==> src/verilog/cer_params.svh <==
// Constants for the comparator event and ladder reference block.
// Assumes a 32-bit AHB-Lite slave; each register sits in one aligned word.
`ifndef CER_PARAMS_SVH
`define CER_PARAMS_SVH
// Byte offsets
`define CER_OFS_CMP1 8'h00
`define CER_OFS_CMP2 8'h04
`define CER_OFS_STAT 8'h08
`define CER_OFS_FLAGS 8'h0c
`define CER_OFS_IEN 8'h10
`define CER_OFS_IPRI 8'h14
`define CER_OFS_SHARED 8'h18
`define CER_OFS_WDT 8'h1c
`define CER_OFS_SYS 8'h20
// Comparator settings fields
`define CER_CFG_EN 7
`define CER_CFG_PIN 6
`define CER_CFG_INV 5
`define CER_CFG_EDGE_HI 4
`define CER_CFG_EDGE_LO 3
`define CER_CFG_REF 2
`define CER_CFG_CH_HI 1
`define CER_CFG_CH_LO 0
// Interrupt flag, enable and priority positions
`define CER_BIT_CMP1_IRQ 5
`define CER_BIT_CMP2_IRQ 6
// Ladder settings fields
`define CER_LAD_EN 7
`define CER_LAD_OE 6
`define CER_LAD_RANGE 5
`define CER_LAD_SRC 4
`define CER_LAD_LVL_HI 3
`define CER_LAD_LVL_LO 0
// Bank select in watchdog settings
`define CER_WDT_BANK 4
// System control fields
`define CER_SYS_GIE 7
`define CER_SYS_PERIPHERAL_IRQ_ENABLE 6
`define CER_SYS_DIR5 5
// Reset values
`define CER_RST_CMP 8'h00
`define CER_RST_LAD 8'h00
`define CER_RST_TMR 8'hff
`define CER_RST_SYS 8'h20
// High range starts a quarter up: 8 steps of 1/32
`define CER_HI_RANGE_BASE 5'h08
`define CER_WORD_SIZE 3'h2
`endif

==> src/verilog/cer_pkg.sv <==
// Types shared by the comparator event and ladder reference block.
// Assumes the constants header is included by the design file.
`default_nettype none
package cer_pkg;
  typedef enum logic [1:0] {
    CER_EDGE_NONE,
    CER_EDGE_RISE,
    CER_EDGE_FALL,
    CER_EDGE_BOTH
  } cer_edge_t;
endpackage
`default_nettype wire

==> src/verilog/cer_top.sv <==
// Comparator event logic, interrupt bits and ladder reference settings.
// Assumes a single AHB-Lite master and asynchronous comparator outputs.
//
// The AHB-Lite interface to the registers and the register offsets are this design's own decisions.
`include "cer_params.svh"
`default_nettype none

// Overview of operation
// - Edge select 00 none, 01 rising, 10 falling, 11 both, after polarity.
// - Enabled comparators keep running and flagging during Sleep.
// - An enabled comparator interrupt wakes the device from Sleep.
// - Comparator settings survive Sleep and wake unchanged.
// - Reset returns both comparator settings to reset, all off.
// - Settings: enable, pin out, invert, edge select, plus ref, minus channel.
// - Comparator 2 flag at bit 6, comparator 1 flag at bit 5.
// - Comparator 2 and 1 enables at bits 6 and 5.
// - Comparator 2 and 1 priorities at bits 6 and 5.
// - Ladder: enable, pin out, range, source, 4-bit level; all RW, reset 0.
// - Range 1 gives level/24 from zero; range 0 gives 1/4 plus level/32.
// - Level 0 to 15 picks one of sixteen taps within the range.
// - Ladder register shares timer period address; reached only with bank bit.
// - Ladder pin output overrides port F bit 5 direction.
// - Ladder settings survive Sleep and wake unchanged.
// - Reset clears ladder enable, pin out, range and level.
// - Flags stay set until cleared; writing 1 sets a flag.
// - Interrupt needs enable, peripheral and global enables; flag sets anyway.
// - Status bit 0 is comparator 1 output, bit 1 comparator 2.
// - Invert applies to reported level, pin output and edge detection.
module cer_top
  import cer_pkg::*;
#(
  parameter int NUM_CMP = 2
) (
  // Clock and reset
  input wire logic hclk,
  input wire logic hresetn,
  // AHB-Lite slave
  input wire logic hsel,
  input wire logic [31:0] haddr,
  input wire logic [1:0] htrans,
  input wire logic hwrite,
  input wire logic [2:0] hsize,
  input wire logic [31:0] hwdata,
  input wire logic hready,
  output logic [31:0] hrdata,
  output logic hreadyout,
  output logic hresp,
  // Analog comparators
  input wire logic [NUM_CMP-1:0] cmp_raw,
  output logic [NUM_CMP-1:0] cmp_power_on,
  output logic [NUM_CMP-1:0] plus_input_ref_select,
  output logic [2*NUM_CMP-1:0] minus_input_select,
  output logic [NUM_CMP-1:0] cmp_pin_drive_enable,
  output logic [NUM_CMP-1:0] cmp_pin_level,
  // Ladder reference
  output logic ladder_power_enable,
  output logic ladder_source_select,
  output logic ladder_step_div24,
  output logic [4:0] ladder_tap,
  output logic ladder_pin_drive,
  output logic port_f5_digital_oe,
  output logic [7:0] timer_period_reg,
  // Power and interrupts
  input wire logic sleep_mode,
  output logic wake_req,
  output logic cmp_irq_high,
  output logic cmp_irq_low
);

  // Bus tracking
  logic wr_q, rd_q, hreadyout_q;
  logic [7:0] addr_q;
  logic [31:0] hrdata_q;
  logic [31:0] rdata;
  // Registers
  logic [7:0] cfg_q [NUM_CMP];
  logic [NUM_CMP-1:0] flag_q, ien_q, ipri_q;
  logic [7:0] lad_q, tmr_q, sys_q;
  logic bank_q;
  // Comparator pipeline
  logic [NUM_CMP-1:0] s1_q, s2_q, prev_q, lvl, ev;
  // Output flops
  logic wake_q, irq_hi_q, irq_lo_q, lad_drive_q, f5_oe_q;
  logic [4:0] tap_q;
  logic [NUM_CMP-1:0] pin_en_q, pin_lvl_q, pwr_q, pref_q;
  logic [2*NUM_CMP-1:0] minus_q;
  logic lad_en_q, lad_src_q, lad_div_q;

  wire addr_phase = hsel && hready && htrans[1];
  wire word_ok = (hsize == `CER_WORD_SIZE);
  wire sel_flags = (addr_q == `CER_OFS_FLAGS);
  wire sel_ien = (addr_q == `CER_OFS_IEN);
  wire sel_ipri = (addr_q == `CER_OFS_IPRI);
  wire sel_shared = (addr_q == `CER_OFS_SHARED);
  wire sel_wdt = (addr_q == `CER_OFS_WDT);
  wire sel_sys = (addr_q == `CER_OFS_SYS);
  wire sel_stat = (addr_q == `CER_OFS_STAT);
  wire wr_flags = wr_q && sel_flags;
  wire wr_lad = wr_q && sel_shared && bank_q;
  wire wr_tmr = wr_q && sel_shared && !bank_q;
  wire [NUM_CMP-1:0] pend = flag_q & ien_q;
  wire gate = sys_q[`CER_SYS_GIE] && sys_q[`CER_SYS_PERIPHERAL_IRQ_ENABLE];
  wire [NUM_CMP-1:0] flag_wdata =
    hwdata[`CER_BIT_CMP1_IRQ+NUM_CMP-1:`CER_BIT_CMP1_IRQ];

  // Writes land in the data phase; reads take one wait state so that a
  // write just before a read to the same word is always seen.
  always_ff @(posedge hclk or negedge hresetn) begin
    if (!hresetn) begin
      wr_q <= 1'b0;
      rd_q <= 1'b0;
      addr_q <= 8'h00;
      hreadyout_q <= 1'b1;
      hrdata_q <= 32'h0000_0000;
    end else begin
      wr_q <= addr_phase && hwrite && word_ok;
      rd_q <= addr_phase && !hwrite;
      if (addr_phase) begin
        addr_q <= haddr[7:0];
      end
      hreadyout_q <= !(addr_phase && !hwrite);
      if (rd_q) begin
        hrdata_q <= rdata;
      end
    end
  end

  always_comb begin
    rdata = 32'h0000_0000;
    if (addr_q == `CER_OFS_CMP1) begin
      rdata[7:0] = cfg_q[0];
    end else if (addr_q == `CER_OFS_CMP2) begin
      rdata[7:0] = cfg_q[1];
    end else if (sel_stat) begin
      rdata[NUM_CMP-1:0] = lvl;
    end else if (sel_flags) begin
      rdata[`CER_BIT_CMP1_IRQ+NUM_CMP-1:`CER_BIT_CMP1_IRQ] = flag_q;
    end else if (sel_ien) begin
      rdata[`CER_BIT_CMP1_IRQ+NUM_CMP-1:`CER_BIT_CMP1_IRQ] = ien_q;
    end else if (sel_ipri) begin
      rdata[`CER_BIT_CMP1_IRQ+NUM_CMP-1:`CER_BIT_CMP1_IRQ] = ipri_q;
    end else if (sel_shared) begin
      rdata[7:0] = bank_q ? lad_q : tmr_q;
    end else if (sel_wdt) begin
      rdata[`CER_WDT_BANK] = bank_q;
    end else if (sel_sys) begin
      rdata[7:0] = sys_q;
    end
  end

  // Per-comparator settings, synchroniser, polarity, edge detect and flag
  for (genvar i = 0; i < NUM_CMP; i++) begin : g_cmp
    wire wr_cfg = wr_q && (addr_q == (`CER_OFS_CMP1 + 8'(4 * i)));
    wire en = cfg_q[i][`CER_CFG_EN];
    wire [1:0] esel = cfg_q[i][`CER_CFG_EDGE_HI:`CER_CFG_EDGE_LO];
    wire rise = lvl[i] && !prev_q[i];
    wire fall = !lvl[i] && prev_q[i];
    // Disabled comparator reads low; switching it off while high can flag a falling edge
    assign lvl[i] = en && (s2_q[i] ^ cfg_q[i][`CER_CFG_INV]);
    assign ev[i] = ((esel == CER_EDGE_RISE) && rise)
                || ((esel == CER_EDGE_FALL) && fall)
                || ((esel == CER_EDGE_BOTH) && (rise || fall));

    // Sleep never touches these; only reset and software do
    always_ff @(posedge hclk or negedge hresetn) begin
      if (!hresetn) begin
        cfg_q[i] <= `CER_RST_CMP;
      end else if (wr_cfg) begin
        cfg_q[i] <= hwdata[7:0];
      end
    end

    // Second stage alone reads the first
    always_ff @(posedge hclk or negedge hresetn) begin
      if (!hresetn) begin
        s1_q[i] <= 1'b0;
        s2_q[i] <= 1'b0;
        prev_q[i] <= 1'b0;
      end else begin
        s1_q[i] <= cmp_raw[i];
        s2_q[i] <= s1_q[i];
        prev_q[i] <= lvl[i];
      end
    end

    // Hardware set wins over a software clear in the same cycle
    always_ff @(posedge hclk or negedge hresetn) begin
      if (!hresetn) begin
        flag_q[i] <= 1'b0;
      end else if (ev[i]) begin
        flag_q[i] <= 1'b1;
      end else if (wr_flags) begin
        flag_q[i] <= flag_wdata[i];
      end
    end
  end

  // Enables, priorities, bank select, system bits, ladder
  always_ff @(posedge hclk or negedge hresetn) begin
    if (!hresetn) begin
      ien_q <= '0;
      ipri_q <= '0;
      bank_q <= 1'b0;
      sys_q <= `CER_RST_SYS;
      lad_q <= `CER_RST_LAD;
      tmr_q <= `CER_RST_TMR;
    end else begin
      if (wr_q && sel_ien) begin
        ien_q <= flag_wdata;
      end
      if (wr_q && sel_ipri) begin
        ipri_q <= flag_wdata;
      end
      if (wr_q && sel_wdt) begin
        bank_q <= hwdata[`CER_WDT_BANK];
      end
      if (wr_q && sel_sys) begin
        sys_q <= {hwdata[7:5], 5'h00};
      end
      if (wr_lad) begin
        lad_q <= hwdata[7:0];
      end
      if (wr_tmr) begin
        tmr_q <= hwdata[7:0];
      end
    end
  end

  // Output stage; every port but hresp is a flop
  always_ff @(posedge hclk or negedge hresetn) begin
    if (!hresetn) begin
      wake_q <= 1'b0;
      irq_hi_q <= 1'b0;
      irq_lo_q <= 1'b0;
      lad_drive_q <= 1'b0;
      f5_oe_q <= 1'b0;
      tap_q <= `CER_HI_RANGE_BASE;
      lad_en_q <= 1'b0;
      lad_src_q <= 1'b0;
      lad_div_q <= 1'b0;
    end else begin
      wake_q <= sleep_mode && (|pend);
      irq_hi_q <= gate && (|(pend & ipri_q));
      irq_lo_q <= gate && (|(pend & ~ipri_q));
      lad_drive_q <= lad_q[`CER_LAD_OE];
      f5_oe_q <= !lad_q[`CER_LAD_OE] && !sys_q[`CER_SYS_DIR5];
      lad_en_q <= lad_q[`CER_LAD_EN];
      lad_src_q <= lad_q[`CER_LAD_SRC];
      lad_div_q <= lad_q[`CER_LAD_RANGE];
      // Tap in steps of the chosen denominator
      tap_q <= (lad_q[`CER_LAD_RANGE] ? 5'h00 : `CER_HI_RANGE_BASE)
             + {1'b0, lad_q[`CER_LAD_LVL_HI:`CER_LAD_LVL_LO]};
    end
  end

  for (genvar i = 0; i < NUM_CMP; i++) begin : g_out
    always_ff @(posedge hclk or negedge hresetn) begin
      if (!hresetn) begin
        pin_en_q[i] <= 1'b0;
        pin_lvl_q[i] <= 1'b0;
        pwr_q[i] <= 1'b0;
        pref_q[i] <= 1'b0;
        minus_q[2*i+1:2*i] <= 2'h0;
      end else begin
        pin_en_q[i] <= cfg_q[i][`CER_CFG_PIN];
        pin_lvl_q[i] <= lvl[i];
        pwr_q[i] <= cfg_q[i][`CER_CFG_EN];
        pref_q[i] <= cfg_q[i][`CER_CFG_REF];
        minus_q[2*i+1:2*i] <= cfg_q[i][`CER_CFG_CH_HI:`CER_CFG_CH_LO];
      end
    end
  end

  assign hrdata = hrdata_q;
  assign hreadyout = hreadyout_q;
  assign hresp = 1'b0;
  assign cmp_power_on = pwr_q;
  assign plus_input_ref_select = pref_q;
  assign minus_input_select = minus_q;
  assign cmp_pin_drive_enable = pin_en_q;
  assign cmp_pin_level = pin_lvl_q;
  assign ladder_power_enable = lad_en_q;
  assign ladder_source_select = lad_src_q;
  assign ladder_step_div24 = lad_div_q;
  assign ladder_tap = tap_q;
  assign ladder_pin_drive = lad_drive_q;
  assign port_f5_digital_oe = f5_oe_q;
  assign timer_period_reg = tmr_q;
  assign wake_req = wake_q;
  assign cmp_irq_high = irq_hi_q;
  assign cmp_irq_low = irq_lo_q;
endmodule // cer_top
`default_nettype wire

==> config.mk <==
export PLATFORM = sky130hd
export DESIGN_NAME = cer_top
export DESIGN_NICKNAME = d
export VERILOG_FILES = /design/src/verilog/cer_pkg.sv /design/src/verilog/cer_top.sv
export VERILOG_INCLUDE_DIRS = /design/src /design/src/verilog
export SDC_FILE = /design/constraint.sdc
export NUM_CORES = 1
export LEC_CHECK = 0
export ABC_CLOCK_PERIOD_IN_PS = 2500
export BUFFER_PORTS_ARGS = -buffer_cell sky130_fd_sc_hd__buf_2
export CORE_ASPECT_RATIO = 1.75
export CORE_UTILIZATION = 35
export CTS_CLUSTER_SIZE = 28
export DETAILED_ROUTE_END_ITERATION = 8
export PLACE_DENSITY = 0.58
export SYNTH_ARGS = -nofsm -noshare
export SYNTH_HDL_FRONTEND = slang
export SYNTH_SLANG_ARGS = --single-unit
==> constraint.sdc <==
create_clock -name hclk -period 2.5 [get_ports hclk]
set_input_delay 0.5 -clock hclk [delete_from_list [all_inputs] [get_ports hclk]]
set_output_delay 0.5 -clock hclk [all_outputs]
set_load 0.03 [all_outputs]
Word-level counts from Yosys, hierarchy flattened
Index checks and enable logic that the tools add are counted.

word-level totals
  register bits = 90
  logic and storage cells = 137

operators by class
  add/sub/neg operators = 1
  eq/ne operators = 15
  muxes and demuxes = 24
  bitwise operators = 6
  reduce and logical (&&, ||, !) cells = 53

operators with widths
  kind                number
  $mux 8              5
  $eq 8x5->1 const B  4
  $logic_and 1x1->1   32
  $eq 8x4->1 const B  2
  $mux 5              3
  $logic_not 1->1     9
  $eq 2x2->1 const B  4
  $eq 8x3->1 const B  1
  $eq 8x6->1 const B  1
  $logic_not 8->1     1
  $mux 1              8
  $mux 2              4
  $mux 4              2
  $and 2x2->2         3
  $logic_or 1x1->1    6
  $mux 6              1
  $reduce_or 2->1     3
  $add 4x4->5         1
  $eq 2x1->1 const B  2
  $reduce_bool 2->1   2
  $eq 3x2->1 const B  1
  $mux 3              1
  $not 2->2           1
  $xor 1x1->1         2

Logic depth before layout (Yosys ltp)
Gate-level depths: netlist of the first run.

  word-level depth = 10
  gate-level depth with buffers = 6
  gate-level depth less buffers = 6

Least setup slack after synthesis of the first run
No wires, ideal clock.

  kind = register -> register
  start point = register addr_q[7]
  end point = register tmr_q[0] (netlist: timer_period_reg[0])
  setup time = 82 ps
  data arrival time = 2185 ps
  setup slack = 232 ps
  cell stages (with the launch flop) = 6
  path buffers = 1
  path through = dfrtp_1 or4b_1 buf_2 or3_4 nor3b_4 mux2_2

on the way
  longest elaborated chain between the ends = 3

RTL lines
  element                         RTL line        RTL
  start: declaration              cer_top.sv:72   logic [7:0] addr_q;
  start signal: assignment        cer_top.sv:119  addr_q <= haddr[7:0];
  $eq 8x5->1 (no line)            n/a
  $logic_and 1x1->1 (2 in a row)  cer_top.sv:100  wire wr_tmr = wr_q && sel_shared && !bank_q;
  end signal: assignment          cer_top.sv:206  tmr_q <= `CER_RST_TMR;
  end signal: assignment          cer_top.sv:224  tmr_q <= hwdata[7:0];
  end: declaration                cer_top.sv:78   logic [7:0] lad_q, tmr_q, sys_q;

No other way between the ends.
A chain may end at the register's enable or synchronous reset.

Final worst setup path of the first run
  start point = register addr_q[4]
  end point = register tmr_q[6] (netlist: timer_period_reg[6])

The elaborated chain is that of the path after synthesis.

==> impl_metrics.csv, run 1 <==
group,metric,value,unit
layout,seq_area,2266,um^2
critical_path,critical_path_required,2.77,ns
floorplanning,die-area,11850,um^2
sta,hold_violations,0,
critical_path,r2r_cells,5,
sta,setup_viol,0,
critical_path,reg2reg_to,"timer_period_reg[6]",
layout,area_growth,20.45,%
drt,dr.pass1.iters,5,
power_and_ir_drop,irDropWorstVdd,0.0005383,V
drt,vias,2716,
sta,worst_pin_slew,0.6664,ns
floorplanning,die_height,143.2,um
critical_path,critPathKind,"reg -> reg",
synthesis,ys.flop_type,"dfrtp_1",
clocking,cts_hold_buf,0,
sta,rsz0062_at_grt,"no",
clocking,clock_sinks,90,
critical_path,crit_fanout,10,
grt,grtUsageMet2,0.2938,
layout,largest-register,"cfg_q",
drt,drc,0,
layout,final_cell_mix,"dfrtp_1, buf_2, mux2_2",
drt,wl_per_cell,17.09,um
critical_path,crit_path_max_incr_delay,0.49,ns
grt,grt_max_degree,48,
placed_design,routabilityCongestion,0.8753,
synthesis,yosys_warnings,0,
synthesis,ys_seq_area_frac,0.5679,
power_and_ir_drop,p_total,3.626,mW
sta,clock_skew,0.005821,ns
synthesis,synth_top_area_cell,"dfrtp_1",
sta,max_freq,444.8,MHz
critical_path,cp.arrival,2.52,ns
grt,grt_pass1_vias,2716,
placed_design,port_buffers,69,
synthesis,yosys.area_share.simple,0.09878,
floorplanning,start_util,0.3594,
clocking,cts.repair.resized,0,
synthesis,synth_top_area_share,0.4955,
synthesis,synthXorXnorAreaFrac,0.004390,
sta,fin_crit_sh,0.8992,
synthesis,synth_compound_area_frac,0.07902,
synthesis,synthAdderAreaFrac,0.01568,
grt,antenna_found_initial,0,
synthesis,synth_area_per_cell,12.35,um^2
power_and_ir_drop,combPwrFrac,0.147,
synthesis,ys_ff_latch,90,
power_and_ir_drop,intPower,2.636,mW
power_and_ir_drop,power_switching,0.9899,mW
synthesis,netlist_area,3990,um^2
critical_path,crit_chain,"or4b_1 > or3_4 > nor3b_4 > buf_4 > mux2_2",
critical_path,path_buf_inv,1,
placed_design,post-dp-hpwl,6855,um
synthesis,synthMuxAreaShare,0.1634,
clocking,cts_max_path_buffers,2,
synthesis,ys_top_cells_by_area,"dfrtp_1, mux2_2, dfstp_2",
power_and_ir_drop,power_leakage,2.175,nW
layout,fin_nets,486,
critical_path,cpMaxStageDelayCell,"or4b_1",
critical_path,critPathTopFamily,"simple AND/OR/NAND/NOR gates",
clocking,insertion_delay,0.34,ns
drt,drtIter0Drc,99,
layout,largest_reg_flops,16,
drt,postRouteAntennaNets,0,
clocking,clock-root-buffer,"clkbuf_16",
drt,detail_route.wirelength,9246,um
layout,design_area,4806,um^2
floorplanning,io_pins,144,
layout,final_common_cell,"dfrtp_1",
clocking,numCtsBuffers,9,
job,cap_violations,0,
run_status,status,"finished, final reports clean",
sta,tns,0,ns
layout,drive_gt1_frac,0.4010,
layout,antenna_cells,0,
synthesis,synth_top_family_by_area,"multiplexers",
grt,gr-max-usage-layer,"met2",
critical_path,critical_path.endpoint_type,"flip-flop",
floorplanning,dieWidth,82.71,um
clocking,path_clk_slew,0.06,ns
grt,met3_usage,0.03387,
power_and_ir_drop,switching_share,0.2730,
power_and_ir_drop,pwr_density_cell,754.6,nW/um^2
synthesis,postSynth.asyncResetShare,1.000,
power_and_ir_drop,power.share.sequential,0.451,
grt,overflow,0,
clocking,cts-htree-levels,3,
synthesis,syn_inst,323,
critical_path,crit_path_start_kind,"flip-flop",
grt,global_route.usage.met1,0.1802,
grt,grt_use_total,0.1701,
floorplanning,core,11100,um^2
synthesis,netlist-cell-type-count,46,
synthesis,synth_edf_count,0,
critical_path,regToRegSetupSlack,0.25,ns
layout,fillers,1078,
floorplanning,rows,51,
sta,relSlewSlack,0.5557,
layout,multi_input_area,1535,um^2
power_and_ir_drop,power_frac_clock,0.401,
worst_hold_path,hold_class,"in -> async",
clocking,post_cts_buffers,0,
drt,vias_per_cell,5.020,
clocking,cts_tree,"yes",
placed_design,place_area,4477,um^2
critical_path,worst-path-stages,5,
sta,slew_violations,0,
grt,grt_pass1_wl,14280,um
sta,post-route-min-period,2.248,ns
critical_path,rr_startpoint,"addr_q[4]",
[synth_stat cells (all sizes together), types with 2 or more instances]
cell    instances
dfrtp          79
o21ai          11
or4bb           2
o21a            4
buf            28
dfstp          11
xor2            2
o221ai          3
mux2           49
nand2b          5
nor4            3
o31ai           2
or2             2
a211oi          3
mux2i          10
o22ai           4
inv            10
nor3            6
nor2b           2
or3             3
a21oi           5
o211ai          5
clkbuf         10
nand3          13
o41ai           2
nor2            7
nand2          20
ha              5
a31oi           3
[area by class of cell]
class	count	area share
inverter	10	0.007810
sequential	90	0.4715
tap	132	0.03437
multi-input combinational	209	0.3194
clock buffer	10	0.04973
timing repair buffer	84	0.09841
clock inverter	6	0.01875
[through the flow]
stage | cells | utilization | worst slack [ns] | hold slack, ns
floorplan | 347 | - | 0.2323 | 0.2044
global placement | 525 | 0.4032 | 0.2796 | 0.3345
detailed placement | 525 | 0.4032 | 0.2623 | 0.3418
CTS | 541 | 0.4328 | 0.2509 | 0.1716
global route | 541 | 0.4328 | 0.1733 | 0.1857
finish | 541 | 0.4328 | 0.2520 | 0.1496
[worst max path at each step]
stage | start | endpoint | slack, ns
floorplan | addr_q[7] | timer_period_reg[0] | 0.23
global placement | addr_q[4] | timer_period_reg[6] | 0.28
detailed placement | addr_q[7] | timer_period_reg[6] | 0.26
CTS | addr_q[4] | timer_period_reg[6] | 0.25
global route | addr_q[4] | timer_period_reg[7] | 0.17
finish | addr_q[4] | timer_period_reg[6] | 0.25
[power by group through the flow]
| stage | clock network, mW | logic [mW] | registers [mW] |
|---|---|---|---|
| 2_1_floorplan | 0 | 0.302 | 1.73 |
| 3_3_place_gp | 0 | 0.531 | 1.66 |
| 3_5_place_dp | 0 | 0.539 | 1.66 |
| 4_1_cts | 1.48 | 0.541 | 1.64 |
| 5_1_grt | 1.53 | 0.589 | 1.65 |
| 6_report | 1.46 | 0.535 | 1.64 |
[cells by family (layout without fill, tap and decap cells)]
family	Yosys count	count (layout)
and+or+nand+nor	71	71
xor gates and xnor gates	2	2
AOI/OAI and AO/OA	47	47
buffers and inverters	48	110
muxes	59	59
DFF	90	90
adders and majority gates	5	5
other	1	25
[metal layers]
layer,vias up,wire (um)
li1,1262,-
met1,1343,3468
met2,89,4974
met3,22,300
met4,0,502
met5,-,0
(Power assumes the default switching activity.)
==> run 2: changes to the inputs <==
--- a/config.mk
+++ b/config.mk
@@ -9,10 +9,11 @@
 export ABC_CLOCK_PERIOD_IN_PS = 2500
 export BUFFER_PORTS_ARGS = -buffer_cell sky130_fd_sc_hd__buf_2
 export CORE_ASPECT_RATIO = 1.75
-export CORE_UTILIZATION = 35
+export CORE_UTILIZATION = 50
 export CTS_CLUSTER_SIZE = 28
 export DETAILED_ROUTE_END_ITERATION = 8
-export PLACE_DENSITY = 0.58
+export GPL_TIMING_DRIVEN = 0
+export PLACE_DENSITY = 0.78
 export SYNTH_ARGS = -nofsm -noshare
 export SYNTH_HDL_FRONTEND = slang
 export SYNTH_SLANG_ARGS = --single-unit
==> run 2 against run 1 <==
Via count is 4.4% higher. Sequential cell count stayed put. Power is 2.3% higher. Critical endpoint is now timer_period_reg[5]. Hold slack worse by 0.019 ns. Clock power hardly changed. Routed wire length is 2.1% higher. Combinational power is 9.0% higher. Worst setup slack worse by 0.20 ns. Final cell count is 3.5% lower. Sequential share of layout area is 1.3 points lower.
==> impl_metrics.csv, run 2 (synthesized netlist as in run 1, its figures left out) <==
group,metric,value,unit
layout,largest-register,"cfg_q",
grt,grt_max_degree,55,
layout,drive_gt1_frac,0.4194,
sta,relSlewSlack,0.4679,
drt,wl_per_cell,18.09,um
clocking,clock_sinks,90,
critical_path,critPathKind,"reg -> reg",
layout,fillers,613,
layout,multi_input_area,1558,um^2
layout,final_common_cell,"dfrtp_1",
drt,postRouteAntennaNets,0,
layout,seq_area,2266,um^2
clocking,clock-root-buffer,"clkbuf_16",
power_and_ir_drop,p_total,3.708,mW
drt,wl_met3,356,um
drt,wl_met1,3624,um
clocking,insertion_delay,0.33,ns
grt,grt_use_total,0.2451,
drt,dr.pass1.iters,5,
job,cap_violations,0,
run_status,status,"finished, final reports clean",
placed_design,pre_cts_ws,-0.2514,ns
floorplanning,die-area,8356,um^2
worst_hold_path,hold_class,"in -> async",
drt,vias_per_cell,5.433,
placed_design,place_inst,505,
floorplanning,start_util,0.5236,
clocking,path_clk_slew,0.07,ns
placed_design,port_buffers,69,
sta,hold_violations,0,
critical_path,crit_path_start_kind,"flip-flop",
floorplanning,die_height,120.2,um
sta,slew_violations,0,
grt,grt_pass1_wl,15260,um
layout,antenna_cells,0,
critical_path,critical_path_required,2.76,ns
layout,fin_cells,522,
clocking,cts_tree,"yes",
clocking,cts_max_path_buffers,2,
grt,overflow,0,
grt,grt_pass1_vias,2857,
placed_design,routabilityCongestion,0.9302,
clocking,numCtsBuffers,9,
sta,tns,0,ns
sta,setup_ws,0.04906,ns
sta,max_freq,408.0,MHz
power_and_ir_drop,pwr_density_cell,749.8,nW/um^2
sta,post-route-min-period,2.451,ns
layout,finalCoreUtilization,0.6491,
placed_design,place_area,4566,um^2
power_and_ir_drop,irDropWorstVdd,0.0005224,V
sta,hold_ws,0.1305,ns
critical_path,cp.arrival,2.71,ns
drt,detail_route.wirelength,9442,um
sta,setup_viol,0,
floorplanning,dieWidth,69.53,um
placed_design,post-dp-hpwl,6998,um
drt,drtIter0Drc,181,
critical_path,critical_path.endpoint_type,"flip-flop",
drt,drc,0,
layout,fin_nets,511,
layout,design_area,4946,um^2
layout,area_growth,23.96,%
grt,antenna_found_initial,0,
floorplanning,rows,42,
floorplanning,core,7620,um^2
clocking,cts-htree-levels,3,
power_and_ir_drop,power_leakage,2.288,nW
drt,dr_wl_met2,5233,um
sta,fin_crit_sh,0.9804,
floorplanning,io_pins,144,
drt,vias,2836,
layout,final_cell_mix,"dfrtp_1, buf_2, mux2_2",
drt,top_layer,"met4",
sta,clock_skew,0.006005,ns
layout,largest_reg_flops,16,
critical_path,crit_fanout,8,
sta,worst_pin_slew,0.7982,ns
==> run 2: final timing paths <==
| kind | startpoint | end | slack [ns] | depth (start not counted) |
|---|---|---|---|---|
| min reg2reg | s1_q[1] | s2_q[1] | 0.35 | 0 |
| max | addr_q[7] | timer_period_reg[5] | 0.05 | 6 |
| min | hresetn | ladder_tap[4] | 0.13 | 1 |
| max reg2reg | addr_q[7] | timer_period_reg[5] | 0.05 | 6 |
| max in group asynchronous | hresetn | hreadyout | 1.69 | 2 |
| min in group hclk | cmp_raw[1] | s1_q[1] | 0.27 | 1 |
==> run 2: report_power, final <==
| part | internal, mW | switching, mW |
|---|---|---|
| combinational | 0.200 | 0.382 |
| sequential | 1.56 | 0.0768 |
| clock | 0.937 | 0.554 |
==> run 2: area by class of cell <==
cell class,instances,share of cell area
sequential,90,0.4581
multi-input combinational,209,0.3150
timing repair buffer,71,0.07994
clock buffer,11,0.05110
buffer,38,0.04882
tap,88,0.02226
clock inverter,5,0.01720
inverter,10,0.007589
==> run 2: timing repair <==
action,CTS,global route
buffers inserted,1,0
resized for setup,3,1
pin swaps,1,0
hold endpoints to repair,0,0
endpoints found under the setup margin,24,8
hold buffers,0,0
==> run 2: routing by layer <==
metal | GRT usage | vias up
met5 | 0 | -
met4 | 0.1250 | 0
met3 | 0.04083 | 17
met2 | 0.4284 | 93
met1 | 0.2874 | 1415
li1 | - | 1311
==> run 2: critical path, stage by stage (launching register included) <==
cell and delay [ns]:
dfrtp_1 0.44, or4b_1 0.53, buf_2 0.21, or3_4 0.46, nor3b_4 0.24, buf_12 0.17, mux2_2 0.34
